## src/design/pdc_pkg.sv

```systemverilog
// Shared constants, field layout and carrier types of the configuration slave
package pdc_pkg;
  // ----------------------------------------------------------------
  // Timing
  // ----------------------------------------------------------------
  localparam int PDC_CLK_MHZ = 100;
  localparam int PDC_SCL_MAX_KHZ = 400;
  localparam int PDC_SPIKE_NS = 50;
  localparam int PDC_FILT_CYC = (PDC_SPIKE_NS * PDC_CLK_MHZ + 999) / 1000;
  localparam int PDC_FILT_W = 3;
  // ----------------------------------------------------------------
  // Serial addressing and configuration byte layout
  // ----------------------------------------------------------------
  localparam logic [3:0] PDC_ADDR_HI = 4'h5;
  localparam int PDC_CFG_BYTES = 14;
  localparam logic [7:0] PDC_IX_LAST = 8'h0d;
  localparam int PDC_IX_FLEXA = 5;
  localparam int PDC_IX_FLEXB = 7;
  localparam int PDC_IX_FLEXI = 9;
  localparam int PDC_IX_DIS = 11;
  localparam int PDC_IX_SHH = 12;
  localparam int PDC_IX_SHL = 13;
  typedef logic [PDC_CFG_BYTES-1:0][7:0] pdc_image_t;
  // Writable bits of each byte; the rest read as zero
  localparam pdc_image_t PDC_BYTE_MASK = {8'h1f, 8'h1f, 8'hff, 8'h03, 8'hff, 8'h03, 8'hff,
                                          8'h03, 8'hff, 8'h3f, 8'h3f, 8'h3f, 8'h3f, 8'h0f};
  // Factory image: 5/9/12/15 V at 3 A, 20 V at 2.25 A
  localparam pdc_image_t PDC_FACTORY = {8'h0a, 8'h0a, 8'h35, 8'h00, 8'he1, 8'h01, 8'h90,
                                        8'h00, 8'hf0, 8'h34, 8'h17, 8'h27, 8'h07, 8'h07};
  // ----------------------------------------------------------------
  // Decode units: voltage in 50 mV, current in 10 mA
  // ----------------------------------------------------------------
  localparam logic [9:0] PDC_V5 = 10'h064;
  localparam logic [9:0] PDC_V9 = 10'h0b4;
  localparam logic [9:0] PDC_V15 = 10'h12c;
  localparam logic [9:0] PDC_I_BASE = 10'h07d;
  localparam logic [9:0] PDC_I_STEP = 10'h019;
  localparam logic [8:0] PDC_T_OBJ_STEP_MS = 9'h014;
  localparam logic [10:0] PDC_T_ZERO_STEP_MS = 11'h054;
  localparam logic [4:0] PDC_SHIFT_MIN = 5'h05;
  localparam logic [4:0] PDC_SHIFT_MAX = 5'h14;
  // ----------------------------------------------------------------
  // Register bus map and non-volatile store
  // ----------------------------------------------------------------
  localparam logic [7:0] PDC_A_KEY = 8'h00;
  localparam logic [7:0] PDC_A_CTRL = 8'h04;
  localparam logic [7:0] PDC_A_STAT = 8'h08;
  localparam logic [1:0] PDC_HTRANS_NONSEQ = 2'h2;
  localparam logic [3:0] PDC_NVM_MAX_WRITES = 4'h4;
  localparam logic [31:0] PDC_NVM_KEY = 32'h5a3c_96e1; // Arbitrary value
  // ----------------------------------------------------------------
  // Carrier types
  // ----------------------------------------------------------------
  typedef struct packed {
    logic hsel;
    logic [31:0] haddr;
    logic [1:0] htrans;
    logic hwrite;
    logic [2:0] hsize;
    logic [31:0] hwdata;
    logic hready;
  } pdc_ahb_req_t;
  typedef struct packed {
    logic [31:0] hrdata;
    logic hreadyout;
    logic hresp;
  } pdc_ahb_rsp_t;
  typedef struct packed {
    logic [4:0][9:0] obj_voltage;
    logic [4:0][9:0] obj_current;
    logic [9:0] flexible_voltage_a;
    logic [9:0] flexible_voltage_b;
    logic [9:0] flexible_current;
    logic [8:0] object_change_discharge_time;
    logic [10:0] zero_volt_discharge_time;
    logic [4:0] shift_high;
    logic [4:0] shift_low;
  } pdc_cfg_t;
  typedef enum logic [8:0] {
    PDC_S_IDLE = 9'h001,
    PDC_S_ADDR = 9'h002,
    PDC_S_AACK = 9'h004,
    PDC_S_REG = 9'h008,
    PDC_S_RACK = 9'h010,
    PDC_S_WDATA = 9'h020,
    PDC_S_WACK = 9'h040,
    PDC_S_TX = 9'h080,
    PDC_S_MACK = 9'h100
  } pdc_state_t;
endpackage

```

## src/design/pdc_pin_filter.sv

```systemverilog
// Two-flop synchroniser and spike filter for the serial pins
`timescale 1ns/1ps
module pdc_pin_filter (
  // Clock and reset
  input wire logic hclk,
  input wire logic hresetn,
  // Raw pins and filtered levels
  input wire logic [1:0] pin_raw,
  output logic [1:0] pin_clean
);
  import pdc_pkg::*;
  typedef struct packed {
    logic [1:0] s1;
    logic [1:0] s2;
    logic [1:0][PDC_FILT_W-1:0] cnt;
    logic [1:0] lvl;
  } pdc_flt_t;
  pdc_flt_t f_reg, f_next;

  // ----------------------------------------------------------------
  // Filter: a new level is taken only after it held a spike width
  // ----------------------------------------------------------------
  // Delay is about 70 ns, far inside the 1.3 us low time at top speed
  always_comb begin
    f_next = f_reg;
    f_next.s1 = pin_raw;
    f_next.s2 = f_reg.s1;
    for (int i = 0; i < 2; i++) begin
      if (f_reg.s2[i] == f_reg.lvl[i]) begin
        f_next.cnt[i] = '0;
      end else if (f_reg.cnt[i] == PDC_FILT_W'(PDC_FILT_CYC - 1)) begin
        f_next.lvl[i] = f_reg.s2[i];
        f_next.cnt[i] = '0;
      end else begin
        f_next.cnt[i] = f_reg.cnt[i] + PDC_FILT_W'(1);
      end
    end
  end

  // Idle bus level is high for both lines
  always_ff @(posedge hclk or negedge hresetn) begin
    if (!hresetn) begin
      f_reg <= '{s1: 2'h3, s2: 2'h3, cnt: '0, lvl: 2'h3};
    end else begin
      f_reg <= f_next;
    end
  end

  assign pin_clean = f_reg.lvl;
endmodule

```

## src/design/pdc_nvm.sv

```systemverilog
// Password-gated, write-limited store of the startup configuration image
`timescale 1ns/1ps
module pdc_nvm (
  // Clock and power-on reset
  input wire logic hclk,
  input wire logic por_n,
  // Programming request
  input wire logic prog,
  input wire logic [31:0] key,
  input wire pdc_pkg::pdc_image_t image_in,
  // Stored image and state
  output pdc_pkg::pdc_image_t image,
  output logic [3:0] writes_left
);
  import pdc_pkg::*;
  typedef struct packed {
    pdc_image_t img;
    logic [3:0] left;
  } pdc_nvm_st_t;
  pdc_nvm_st_t n_reg, n_next;

  // ----------------------------------------------------------------
  // Programming: only with the right key and while writes remain
  // ----------------------------------------------------------------
  always_comb begin
    n_next = n_reg;
    if (prog && key == PDC_NVM_KEY && n_reg.left != 4'h0) begin
      n_next.img = image_in & PDC_BYTE_MASK;
      n_next.left = n_reg.left - 4'h1;
    end
  end

  // Only power-on reloads the store with the factory image; the hardware reset leaves it alone
  always_ff @(posedge hclk or negedge por_n) begin
    if (!por_n) begin
      n_reg <= '{img: PDC_FACTORY, left: PDC_NVM_MAX_WRITES};
    end else begin
      n_reg <= n_next;
    end
  end

  assign image = n_reg.img;
  assign writes_left = n_reg.left;
endmodule

```

## src/design/pdc_cfg_slave.sv

```systemverilog
// Startup configuration registers behind a serial slave port, with bus access
//
// Function
// - On power-up and each reset, copy stored defaults into the configuration bytes.
// - Written values persist until overwritten; reset restores stored defaults.
// - Store reprogramming needs the password and is limited in count.
// - Object one fixed at 5 V; factory defaults 5/9/12/15 V 3 A, 20 V 2.25 A.
// - Voltage selector: 00 9 V, 01 15 V, 10 flexible A, 11 flexible B.
// - Each flexible voltage is a 10-bit value in 50 mV steps.
// - Current selector 0 picks flexible current, 1..15 give 1.50 to 5.00 A.
// - Flexible current is a 10-bit value in 10 mA steps.
// - Object change discharge time 20 to 300 ms in 20 ms steps.
// - Zero volt discharge time 84 to 1260 ms in 84 ms steps.
// - Upper and lower shift margins each 5 to 20 percent.
// - Slave only; every byte moves most significant bit first.
// - Serial clock from zero to 400 kHz; master keeps within it.
// - Spike filter on the serial data input before sampling.
// - Seven-bit address plus direction after start; answer only own address.
// - Own address is 0101 plus three strap bits.
// - Read: write register address, repeated start, then read data.
// - Discharge times default from store and are writable at run time.
//
// Added by the designer: the address map and the AHB-Lite register port.
`timescale 1ns/1ps
module pdc_cfg_slave (
  // Clock and resets
  input wire logic hclk,
  input wire logic hresetn,
  input wire logic por_n,
  // Register bus
  input wire pdc_pkg::pdc_ahb_req_t ahb_req,
  output pdc_pkg::pdc_ahb_rsp_t ahb_rsp,
  // Serial pins
  input wire logic scl_in,
  input wire logic sda_in,
  output logic sda_out,
  output logic sda_oe,
  // Address straps
  input wire logic slave_addr_strap0,
  input wire logic slave_addr_strap1,
  input wire logic slave_addr_strap2,
  // Decoded configuration
  output pdc_pkg::pdc_cfg_t cfg
);
  import pdc_pkg::*;

  typedef struct packed {
    pdc_state_t st;
    logic loading;
    logic [2:0] strap;
    logic scl_d;
    logic sda_d;
    logic [3:0] bitcnt;
    logic [7:0] shreg;
    logic [7:0] idx;
    logic rw;
    logic sda_oe;
    pdc_image_t bytes;
    logic dph;
    logic dwr;
    logic [7:0] daddr;
    logic [31:0] key;
    logic prog;
    pdc_ahb_rsp_t rsp;
    pdc_cfg_t cfg;
  } pdc_st_t;
  pdc_st_t r_reg, r_next;

  logic [1:0] pins;
  pdc_image_t nvm_image;
  logic [3:0] nvm_left;
  logic scl_rise, scl_fall, start_c, stop_c, sda_c;
  logic [6:0] own_addr;

  // ----------------------------------------------------------------
  // Pin conditioning and store
  // ----------------------------------------------------------------
  pdc_pin_filter u_filter (
    .hclk(hclk),
    .hresetn(hresetn),
    .pin_raw({scl_in, sda_in}),
    .pin_clean(pins)
  );

  pdc_nvm u_nvm (
    .hclk(hclk),
    .por_n(por_n),
    .prog(r_reg.prog),
    .key(r_reg.key),
    .image_in(r_reg.bytes),
    .image(nvm_image),
    .writes_left(nvm_left)
  );

  // Bus conditions seen on the filtered lines
  assign sda_c = pins[0];
  assign scl_rise = pins[1] && !r_reg.scl_d;
  assign scl_fall = !pins[1] && r_reg.scl_d;
  assign start_c = pins[1] && r_reg.scl_d && r_reg.sda_d && !sda_c;
  assign stop_c = pins[1] && r_reg.scl_d && !r_reg.sda_d && sda_c;
  assign own_addr = {PDC_ADDR_HI, r_reg.strap};

  // ----------------------------------------------------------------
  // Next state: serial engine, bus slave and decode
  // ----------------------------------------------------------------
  always_comb begin
    r_next = r_reg;
    r_next.scl_d = pins[1];
    r_next.sda_d = sda_c;
    r_next.prog = 1'b0;
    // Straps are caught after reset release, never by the reset itself
    if (r_reg.loading) begin
      r_next.loading = 1'b0;
      r_next.strap = {slave_addr_strap2, slave_addr_strap1, slave_addr_strap0};
      r_next.bytes = nvm_image;
    end else if (start_c) begin
      // A repeated start keeps the register index for the read
      r_next.st = PDC_S_ADDR;
      r_next.bitcnt = 4'h0;
      r_next.sda_oe = 1'b0;
    end else if (stop_c) begin
      r_next.st = PDC_S_IDLE;
      r_next.sda_oe = 1'b0;
    end else if (scl_rise) begin
      unique case (r_reg.st)
        PDC_S_ADDR, PDC_S_REG, PDC_S_WDATA: begin
          r_next.shreg = {r_reg.shreg[6:0], sda_c};
          r_next.bitcnt = r_reg.bitcnt + 4'h1;
        end
        PDC_S_MACK: begin
          // Master nack ends the read; ack asks for the next byte
          if (sda_c) begin
            r_next.st = PDC_S_IDLE;
          end
        end
        default: begin
        end
      endcase
    end else if (scl_fall) begin
      unique case (r_reg.st)
        PDC_S_ADDR: begin
          if (r_reg.bitcnt == 4'h8) begin
            if (r_reg.shreg[7:1] == own_addr) begin
              r_next.st = PDC_S_AACK;
              r_next.rw = r_reg.shreg[0];
              r_next.sda_oe = 1'b1;
            end else begin
              r_next.st = PDC_S_IDLE;
            end
          end
        end
        PDC_S_AACK, PDC_S_RACK, PDC_S_WACK, PDC_S_MACK: begin
          r_next.bitcnt = 4'h0;
          r_next.sda_oe = 1'b0;
          if ((r_reg.st == PDC_S_AACK && r_reg.rw) || r_reg.st == PDC_S_MACK) begin
            r_next.st = PDC_S_TX;
            if (r_reg.idx <= PDC_IX_LAST) begin
              r_next.shreg = r_reg.bytes[r_reg.idx[3:0]];
            end else begin
              r_next.shreg = 8'h00;
            end
            r_next.sda_oe = !r_next.shreg[7];
            r_next.idx = r_reg.idx + 8'h01;
          end else if (r_reg.st == PDC_S_AACK) begin
            r_next.st = PDC_S_REG;
          end else begin
            r_next.st = PDC_S_WDATA;
          end
        end
        PDC_S_REG: begin
          if (r_reg.bitcnt == 4'h8) begin
            r_next.idx = r_reg.shreg;
            r_next.st = PDC_S_RACK;
            r_next.sda_oe = 1'b1;
          end
        end
        PDC_S_WDATA: begin
          if (r_reg.bitcnt == 4'h8) begin
            if (r_reg.idx <= PDC_IX_LAST) begin
              r_next.bytes[r_reg.idx[3:0]] = r_reg.shreg & PDC_BYTE_MASK[r_reg.idx[3:0]];
              // Margins outside 5..20 percent are pulled into range
              if (r_reg.idx == 8'(PDC_IX_SHH) || r_reg.idx == 8'(PDC_IX_SHL)) begin
                if (r_reg.shreg[4:0] < PDC_SHIFT_MIN || r_reg.shreg[7:5] != 3'h0) begin
                  r_next.bytes[r_reg.idx[3:0]] = {3'h0, r_reg.shreg[7:5] != 3'h0 ?
                                                  PDC_SHIFT_MAX : PDC_SHIFT_MIN};
                end else if (r_reg.shreg[4:0] > PDC_SHIFT_MAX) begin
                  r_next.bytes[r_reg.idx[3:0]] = {3'h0, PDC_SHIFT_MAX};
                end
              end
            end
            r_next.idx = r_reg.idx + 8'h01;
            r_next.st = PDC_S_WACK;
            r_next.sda_oe = 1'b1;
          end
        end
        PDC_S_TX: begin
          r_next.bitcnt = r_reg.bitcnt + 4'h1;
          if (r_reg.bitcnt == 4'h7) begin
            r_next.st = PDC_S_MACK;
            r_next.sda_oe = 1'b0;
          end else begin
            r_next.shreg = {r_reg.shreg[6:0], 1'b0};
            r_next.sda_oe = !r_reg.shreg[6];
          end
        end
        default: begin
        end
      endcase
    end

    // Bus slave: one wait state, data stands with the ready pulse
    r_next.rsp.hresp = 1'b0;
    r_next.rsp.hreadyout = 1'b1;
    r_next.dph = 1'b0;
    if (ahb_req.hsel && ahb_req.hready && ahb_req.htrans == PDC_HTRANS_NONSEQ) begin
      r_next.dph = 1'b1;
      r_next.dwr = ahb_req.hwrite;
      r_next.daddr = ahb_req.haddr[7:0];
      r_next.rsp.hreadyout = 1'b0;
    end
    if (r_reg.dph) begin
      r_next.rsp.hrdata = 32'h0000_0000;
      if (r_reg.dwr) begin
        if (r_reg.daddr == PDC_A_KEY) begin
          r_next.key = ahb_req.hwdata;
        end
        r_next.prog = r_reg.daddr == PDC_A_CTRL && ahb_req.hwdata[0];
      end else if (r_reg.daddr == PDC_A_STAT) begin
        r_next.rsp.hrdata = {16'h0000, 4'h0, nvm_left, 1'b0, own_addr};
      end else if (r_reg.daddr == PDC_A_CTRL) begin
        r_next.rsp.hrdata = {23'h000000, r_reg.st};
      end
    end

    // Decoded values, registered so the outputs come straight from flops
    r_next.cfg.flexible_voltage_a = {r_reg.bytes[PDC_IX_FLEXA+1][1:0],
                                     r_reg.bytes[PDC_IX_FLEXA]};
    r_next.cfg.flexible_voltage_b = {r_reg.bytes[PDC_IX_FLEXB+1][1:0],
                                     r_reg.bytes[PDC_IX_FLEXB]};
    r_next.cfg.flexible_current = {r_reg.bytes[PDC_IX_FLEXI+1][1:0],
                                   r_reg.bytes[PDC_IX_FLEXI]};
    for (int k = 0; k < 5; k++) begin
      // Voltage selector lives in bits 5:4, current selector in 3:0
      unique case (r_reg.bytes[k][5:4])
        2'h0: r_next.cfg.obj_voltage[k] = PDC_V9;
        2'h1: r_next.cfg.obj_voltage[k] = PDC_V15;
        2'h2: r_next.cfg.obj_voltage[k] = r_next.cfg.flexible_voltage_a;
        2'h3: r_next.cfg.obj_voltage[k] = r_next.cfg.flexible_voltage_b;
      endcase
      if (r_reg.bytes[k][3:0] == 4'h0) begin
        r_next.cfg.obj_current[k] = r_next.cfg.flexible_current;
      end else begin
        r_next.cfg.obj_current[k] = PDC_I_BASE + PDC_I_STEP * {6'h00, r_reg.bytes[k][3:0]};
      end
    end
    r_next.cfg.obj_voltage[0] = PDC_V5;
    r_next.cfg.object_change_discharge_time =
      PDC_T_OBJ_STEP_MS * {5'h00, r_reg.bytes[PDC_IX_DIS][3:0]};
    r_next.cfg.zero_volt_discharge_time =
      PDC_T_ZERO_STEP_MS * {7'h00, r_reg.bytes[PDC_IX_DIS][7:4]};
    r_next.cfg.shift_high = r_reg.bytes[PDC_IX_SHH][4:0];
    r_next.cfg.shift_low = r_reg.bytes[PDC_IX_SHL][4:0];
  end

  // ----------------------------------------------------------------
  // State register
  // ----------------------------------------------------------------
  // Reset holds factory values; the stored image replaces them next cycle
  always_ff @(posedge hclk or negedge hresetn) begin
    if (!hresetn) begin
      r_reg <= '{st: PDC_S_IDLE, loading: 1'b1, strap: 3'h0, scl_d: 1'b1, sda_d: 1'b1,
                 bitcnt: 4'h0, shreg: 8'h00, idx: 8'h00, rw: 1'b0, sda_oe: 1'b0,
                 bytes: PDC_FACTORY, dph: 1'b0, dwr: 1'b0, daddr: 8'h00, key: 32'h0,
                 prog: 1'b0, rsp: '{hrdata: 32'h0, hreadyout: 1'b1, hresp: 1'b0},
                 cfg: '0};
    end else begin
      r_reg <= r_next;
    end
  end

  assign ahb_rsp = r_reg.rsp;
  assign sda_out = 1'b0;
  assign sda_oe = r_reg.sda_oe;
  assign cfg = r_reg.cfg;
endmodule

```

## config.mk

```make
export PLATFORM = sky130hd
export DESIGN_NAME = pdc_cfg_slave
export DESIGN_NICKNAME = d
export VERILOG_FILES = /design/src/design/pdc_pkg.sv /design/src/design/pdc_pin_filter.sv /design/src/design/pdc_nvm.sv /design/src/design/pdc_cfg_slave.sv
export SDC_FILE = /design/constraint.sdc
export NUM_CORES = 1
export LEC_CHECK = 0
export ABC_AREA = 0
export BUFFER_PORTS_ARGS = -buffer_cell sky130_fd_sc_hd__buf_4
export CAP_MARGIN = 40
export CORE_MARGIN = 1.5
export CORE_UTILIZATION = 30
export CTS_CLUSTER_DIAMETER = 60
export DETAILED_ROUTE_END_ITERATION = 8
export GPL_TIMING_DRIVEN = 1
export SLEW_MARGIN = 20
export SYNTH_ARGS = -nofsm -noshare
export SYNTH_HDL_FRONTEND = slang
export SYNTH_SLANG_ARGS = --single-unit
export TNS_END_PERCENT = 5
```

## constraint.sdc

```tcl
create_clock -name hclk -period 6.4 [get_ports hclk]
set_clock_uncertainty 0.2 [all_clocks]
set_input_delay 0.96 -clock hclk [delete_from_list [all_inputs] [get_ports hclk]]
set_output_delay 0.96 -clock hclk [all_outputs]
set_load 0.01 [all_outputs]
```

### Yosys cells after proc, flatten, opt, wreduce, memory -nomap -nowiden

Memories as Yosys holds them, arrays and structs flattened.
Cells that the tools add are included.

| cells by class | value |
|---|---|
| add/sub/neg operators | 10 |
| multipliers | 7 |
| div/mod/pow operators | 0 |
| $lt $le $gt $ge | 5 |
| eq/ne operators | 57 |
| shift-type cells | 0 |
| multiplexer cells | 94 |
| bitwise logic cells | 10 |
| reduce and logical (&&, ||, !) cells | 60 |

Operator list:

| cell | number |
|---|---|
| 2-to-1 mux 112 bit | 8 |
| 2-to-1 mux 113 bit | 4 |
| bitwise mux 112 bit | 2 |
| case mux 10 bit (4 select lines) | 4 |
| 2-to-1 mux 134 bit | 1 |
| 2-to-1 mux 122 bit | 1 |
| 2-to-1 mux 8 bit | 14 |
| 2-to-1 mux 9 bit | 12 |
| 2-to-1 mux 16 bit | 6 |
| bitwise AND 84 bit | 1 |
| inverter 84 bit | 1 |
| 2-to-1 mux 10 bit | 6 |
| multiplier 5 x 4 -> 9 bit, first input constant | 6 |
| adder 7 x 9 -> 10 bit, first input constant | 5 |
| 2-to-1 mux 12 bit | 4 |
| case mux 9 bit (5 select lines) | 1 |
| != test 5 bit, second input constant | 7 |
| 2-to-1 mux 33 bit | 1 |
| binary-select mux 8 bit (select 4 bit) | 1 |
| demux 8 bit (select 4 bit) | 1 |
| == test 32 x 31 -> 1 bit, second input constant | 1 |
| OR 28 bit | 1 |
| == test 8 x 4 -> 1 bit, second input constant | 3 |
| case mux 12 bit (2 select lines) | 1 |
| other kinds (64) | 151 |

| word-level totals | value |
|---|---|
| register bits after elaboration | 464 |
| bits in latches | 0 |
| memory bits (writable) | 0 |
| memory bits (read-only) | 128 |
| input bits | 80 |
| output and inout port bits | 196 |
| logic and storage cells | 313 |
| memories kept | 1 |

Memories:

| memory | depth | bits a word | rd ports | clocked after memory_dff | wr ports | line | RTL |
|---|---|---|---|---|---|---|---|
| (name not given) | 16 | 8 | 1 | 0 | 0 | pdc_cfg_slave.sv:180 | `r_next.bytes[r_reg.idx[3:0]] = r_reg.shreg & PDC_BYTE_MASK[r_reg.idx[3:0]];` |

### Logic depth before layout (Yosys ltp)

| depth | value |
|---|---|
| word-level depth | 22 |
| mapped depth | 11 |
| depth with buffers taken out | 11 |

### Modules after synthesis

Synthesis repeated with hierarchy kept, for this count alone.

| second synthesis, totals | value |
|---|---|
| cell total of the unflattened synthesis | 2184 |
| area total of the unflattened synthesis | 23621.4 µm² |

By module, submodules not included:

| module | times used | cells an instance | area each (µm²) | seq. area each (µm²) |
|---|---|---|---|---|
| pdc_cfg_slave | 1 | 1921 | 19690.1 | 8859.7 |
| pdc_nvm | 1 | 225 | 3428.3 | 2048.2 |
| pdc_pin_filter | 1 | 38 | 503.0 | 307.8 |

### Worst setup path before layout

Ideal clock, no wire load.

| timing path | value |
|---|---|
| path type | register to register |
| from | register r_reg[352] in the netlist's numbering |
| to | register r_reg, in the netlist r_next[59] |
| library setup time | 0.126 ns |
| data arrival time | 2.766 ns |
| required time | 6.074 ns |
| setup slack | 3.308 ns |
| cell stages (with the launch flop) | 11 |
| buffers on the path | 3 |
| period minus slack after synthesis | 3.092 ns |
| path through | dfrtp_1 > buf_2 > clkbuf_1 > inv_1 > ha_1 > o211ai_1 > or2_1 > or3_1 > clkbuf_1 > and3_1 > a221o_1 |

| between the ends | value |
|---|---|
| cells in the longest elaborated chain, start to end | 20 |
| elaborated cells between the ends (all ways) | 32 |
| those cells by class | order compare (3); eq/ne (2); mux (19); bitwise (3); reduce/logical (4); memory (1) |

RTL lines:

| element | line | RTL |
|---|---|---|
| from (decl) | pdc_cfg_slave.sv:67 | `pdc_st_t r_reg, r_next;` |
| from (signal assigned) | pdc_cfg_slave.sv:271 | `r_reg <= '{st: PDC_S_IDLE, loading: 1'b1, strap: 3'h0, scl_d: 1'b1, sda_d: 1'b1,` |
| from (signal assigned) | pdc_cfg_slave.sv:277 | `r_reg <= r_next;` |
| less-than comparator 4 x 5 -> 1 bit (not written as such) / greater-or-equal comparator 4 x 1 -> 1 bit (equally long branches) | pdc_cfg_slave.sv:180, pdc_cfg_slave.sv:184, pdc_cfg_slave.sv:187 |  |
| logical AND 1 bit (not written as such) | pdc_cfg_slave.sv:180, pdc_cfg_slave.sv:184, pdc_cfg_slave.sv:187 |  |
| 2-to-1 mux 8 bit | pdc_cfg_slave.sv:180, pdc_cfg_slave.sv:184, pdc_cfg_slave.sv:187 |  |
| demux 8 bit (select 4 bit) | pdc_cfg_slave.sv:180, pdc_cfg_slave.sv:184, pdc_cfg_slave.sv:187 |  |
| bitwise mux 112 bit / inverter 84 bit (equally long branches) | - |  |
| bitwise AND 84 bit (no line) | - |  |
| 2-to-1 mux 112 bit | pdc_cfg_slave.sv:186 | `end else if (r_reg.shreg[4:0] > PDC_SHIFT_MAX) begin` |
| 2-to-1 mux 112 bit | pdc_cfg_slave.sv:183 | `if (r_reg.shreg[4:0] < PDC_SHIFT_MIN \|\| r_reg.shreg[7:5] != 3'h0) begin` |
| [4 not listed] | - |  |
| 2-to-1 mux 113 bit | pdc_cfg_slave.sv:116 | `end else if (start_c) begin` |
| 2-to-1 mux 113 bit | pdc_cfg_slave.sv:112 | `if (r_reg.loading) begin` |
| 2-to-1 mux 112 bit | pdc_cfg_slave.sv:140 | `unique case (r_reg.st)` |
| 2-to-1 mux 134 bit | pdc_cfg_slave.sv:139 | `end else if (scl_fall) begin` |
| 2-to-1 mux 122 bit | pdc_cfg_slave.sv:124 | `end else if (scl_rise) begin` |
| 2-to-1 mux 112 bit | pdc_cfg_slave.sv:121 | `end else if (stop_c) begin` |
| 2-to-1 mux 112 bit | pdc_cfg_slave.sv:116 |  |
| 2-to-1 mux 112 bit | pdc_cfg_slave.sv:112 |  |

Parallel ways exist; a longest one is shown, timed or not. The select of a mux whose other input is x is not followed.
A chain may end at the register's enable or synchronous reset.

### Worst setup path in the final report

| timing path | value |
|---|---|
| from | register r_reg[372] in the netlist's numbering |
| to | register r_reg, in the netlist r_next[54] |

| between the ends | value |
|---|---|
| cells in the longest elaborated chain, start to end | 5 |
| elaborated cells between the ends (all ways) | 13 |
| those cells by class | eq/ne (3); reduce/logical (10) |

RTL lines:

| element | line |
|---|---|
| logical AND 1 bit | pdc_cfg_slave.sv:99, pdc_cfg_slave.sv:100 |
| logical AND 1 bit (on tied branches) (2 in a row) | pdc_cfg_slave.sv:100, pdc_cfg_slave.sv:99 |
| != test 2 bit (no line) | - |
| AND reduction 7 bit (no line) * | - |

Mark *: on every way between the ends. The rest lies on a longest branch, timed or not.

==> impl_metrics.csv <==
group,metric,value,unit
status,outcome,"completed",
sta,min_period,3.93,ns
global_routing,antenna_found_initial,1,
critical_path,critPathMaxFanout,17,
critical_path,crit_type,"reg -> reg",
power_and_ir_drop,powerDensity,264,nW/um^2
power_and_ir_drop,p_leak,12.2,nW
sta,post-route-period-util,61.4,%
route,ant_nets,0,
cts,ctsRootBufferMaster,"clkbuf_16",
placed_design,routabilityCongestion,0.924,
floorplanning,fp.dieH,282,um
synth,ys.flop_type,"dfrtp_1",
route,drc,0,
synth,synth_area_leader_cell,"dfrtp_1",
global_routing,grt_pass1_wl,104000,um
global_routing,grt_start_max_net_pins,182,
final_layout,drive_above_1_share,27.0,%
route,routed_wl,67900,um
run,drv_cap,0,
synth,netlist_instances,2141,
global_routing,first_global_vias,17000,
global_routing,busiest_layer,"met2",
route,post_drt_wl_per_cell,20.7,um
power_and_ir_drop,irDropWorstVdd,0.228,mV
cts,htree_num_levels,2,
synth,yosysWarnings,0,
floorplanning,die-area,79600,um^2
final_layout,diodes,0,
power_and_ir_drop,internal_power,5.25,mW
cts,clk_latency,0.64,ns
final_layout,syn2layout_area_growth,15.6,%
synth,synth_area_per_cell,10.9,um^2
cts,clk_pin_slew,0.06,ns
sta,tns,0,ns
route,dr.pass1.iters,5,
power_and_ir_drop,power.clock.fraction,48.2,%
placed_design,io_buffer_count,215,
route,drt_iter0_drc,1214,
floorplanning,start_util,30.2,%
synth,yosysSeqAreaShare,48.0,%
critical_path,r2r_cells,9,
hold_path,worstHoldStart,"u_filter.f_next[8]",
hold_path,hold_class,"reg -> reg",
power_and_ir_drop,power.switching,1.90,mW
critical_path,worst_ep_arrival_time,4.27,ns
critical_path,cp-start-kind,"register",
critical_path,cp.required,6.74,ns
synth,yosys.cell_types.count,85,
synth,ys_top_cells_by_area,"dfrtp_1 (39%), dfstp_2 (9.4%), mux2_2 (6.7%), ha_1 (6.5%), buf_4 (6.3%)",
cts,cts_tree,"built",
placed_design,dpl.hpwl,47100,um
power_and_ir_drop,combPwrFrac,10.1,%
critical_path,r2r_slack,2.47,ns
cts,cts_buffer_depth,3,
floorplanning,die_x,282,um
global_routing,gr-usage-met1,22.1,%
route,viasPerCell,5.02,
synth,synth_seq_cells,444,
hold_path,hold_path_depth,0,
sta,setup_viol,0,
final_layout,nets,2403,
synth,synthDominantCellAreaShare,38.5,%
synth,synthArstFlopShare,100,%
power_and_ir_drop,total_power,7.15,mW
global_routing,grt_overflow_total,0,
floorplanning,core_area,77300,um^2
power_and_ir_drop,switching_share,26.6,%
global_routing,grt_util_all_layers,16.9,%
synth,synth.most_common_cell,"dfrtp_1",
sta,finalHoldViolCount,0,
placed_design,dp.cells,3170,
synth,synth_edf_count,0,
final_layout,stdcell_count,3285,
global_routing,grt_util_met2,28.0,%
critical_path,r2r_end,"r_next[54]",
critical_path,crit_path_end_kind,"register",
final_layout,largest_reg_flops,148,
floorplanning,rows,102,
sta,tightest_slew,0.970,ns
synth,syn-cell-area,23400,um^2
route,vias,16500,
power_and_ir_drop,p_seq_share,41.8,%
floorplanning,ios,276,
hold_path,min_to,"u_filter.f_reg[8]",
synth,synthTopCellsByCount,"dfrtp_1 (360), buf_4 (196), nand2_1 (189)",
sta,slew_headroom,35.3,%
sta,slew_violations,0,
cts,cts.sink_count,444,
critical_path,rr_startpoint,"r_reg[372]",
final_layout,utilization,34.9,%
global_routing,grt_util_met3,3.20,%
cts,numCtsBuffers,58,
sta,max_freq,255,MHz
sta,rsz0062_at_grt,"no",
==> kinds of logic after synthesis <==
logic type / share of synthesized area [%]
multiplexers: 10.9
flip-flops: 48.0
adder cells (fa/ha/maj): 7.07
AO/OA/AOI/OAI: 10.6
buffers and inverters: 9.34
XOR/XNOR: 1.72
AND/OR/NAND/NOR: 12.3
other: 0.0321
==> layout by cell type (no fill, tap or decap), drive strengths merged, types with 10 or more instances in the layout <==
cell type and n:
xnor2 34, clkinv 12, nor3 15, inv 99, dfstp 84, mux2 139
a31oi 35, mux4 17, a21oi 85, or3 12, and3 28, o31ai 10
dfrtp 360, conb 35, xor2 12, nand3b 11, o211ai 36, mux2i 60
nand2 189, a211oi 11, clkbuf 84, and2 40, nand4 13, nor2b 32
nor2 85, nand3 49, nor4 23, a221o 12, ha 121, nand2b 10
o21ai 69, buf 247
==> final cells by class <==
cell class                      instances  area [um^2]
Fill cell                            7732        50300
Sequential cell                       444        11200
Multi-Input combinational cell       1348        10100
Timing Repair Buffer                  250         1980
Clock buffer                           83         1690
Tap cell                             1040         1300
Clock inverter                         27          369
Inverter                               93          349
==> worst max-delay path, stage by stage, from the launching register on <==
cell	delay, ns
dfstp_2	0.55
inv_1	0.05
ha_1	0.18
buf_4	0.20
nand2b_1	0.25
nor4_1	0.31
buf_4	0.29
and4_1	0.76
nand2_1	0.67
o211ai_1	0.40
==> power groups by stage <==
stage | combinational [mW] | sequential (mW) | clock, mW
floorplan | 0.460 | 3.00 | 0
global placement | 0.688 | 3.02 | 0
detailed placement | 0.710 | 3.03 | 0
CTS | 0.715 | 2.98 | 3.53
global route | 0.787 | 3.00 | 3.66
finish | 0.719 | 2.98 | 3.44
==> how the worst max path moves through the flow <==
stage,startpoint,end,slack (ns),cells after the start
2_1_floorplan,r_reg[352],r_next[59],3.31,10
3_5_place_dp,r_reg[372],r_next[54],2.53,9
5_1_grt,r_reg[372],r_next[44],2.32,9
3_3_place_gp,r_reg[351],r_reg[321],2.53,8
6_report,r_reg[372],r_next[54],2.47,9
4_1_cts,r_reg[372],r_next[54],2.54,9
==> metal layers <==
layer	wire length, um	share of wire, %
met3	3840	5.7
met4	1860	2.7
met5	0	0
met1	29300	43
met2	32900	48
==> stage by stage <==
step	cell area [um^2]	hold WS, ns	setup WS [ns]
3_3_place_gp	24800	0.147	2.53
4_1_cts	27000	0.157	2.54
5_1_grt	27000	0.167	2.32
2_1_floorplan	23500	0.145	3.31
3_5_place_dp	24900	0.149	2.53
6_report	27000	0.156	2.47
==> what timing repair did <==
action / CTS / global route
hold endpoints to repair: 21 / 0
endpoints found under the setup margin: 0 / 0
hold buffers: 2 / 0
setup buffers: 0 / 0
gates resized for setup: 0 / 0
(Power assumes the default switching activity.)
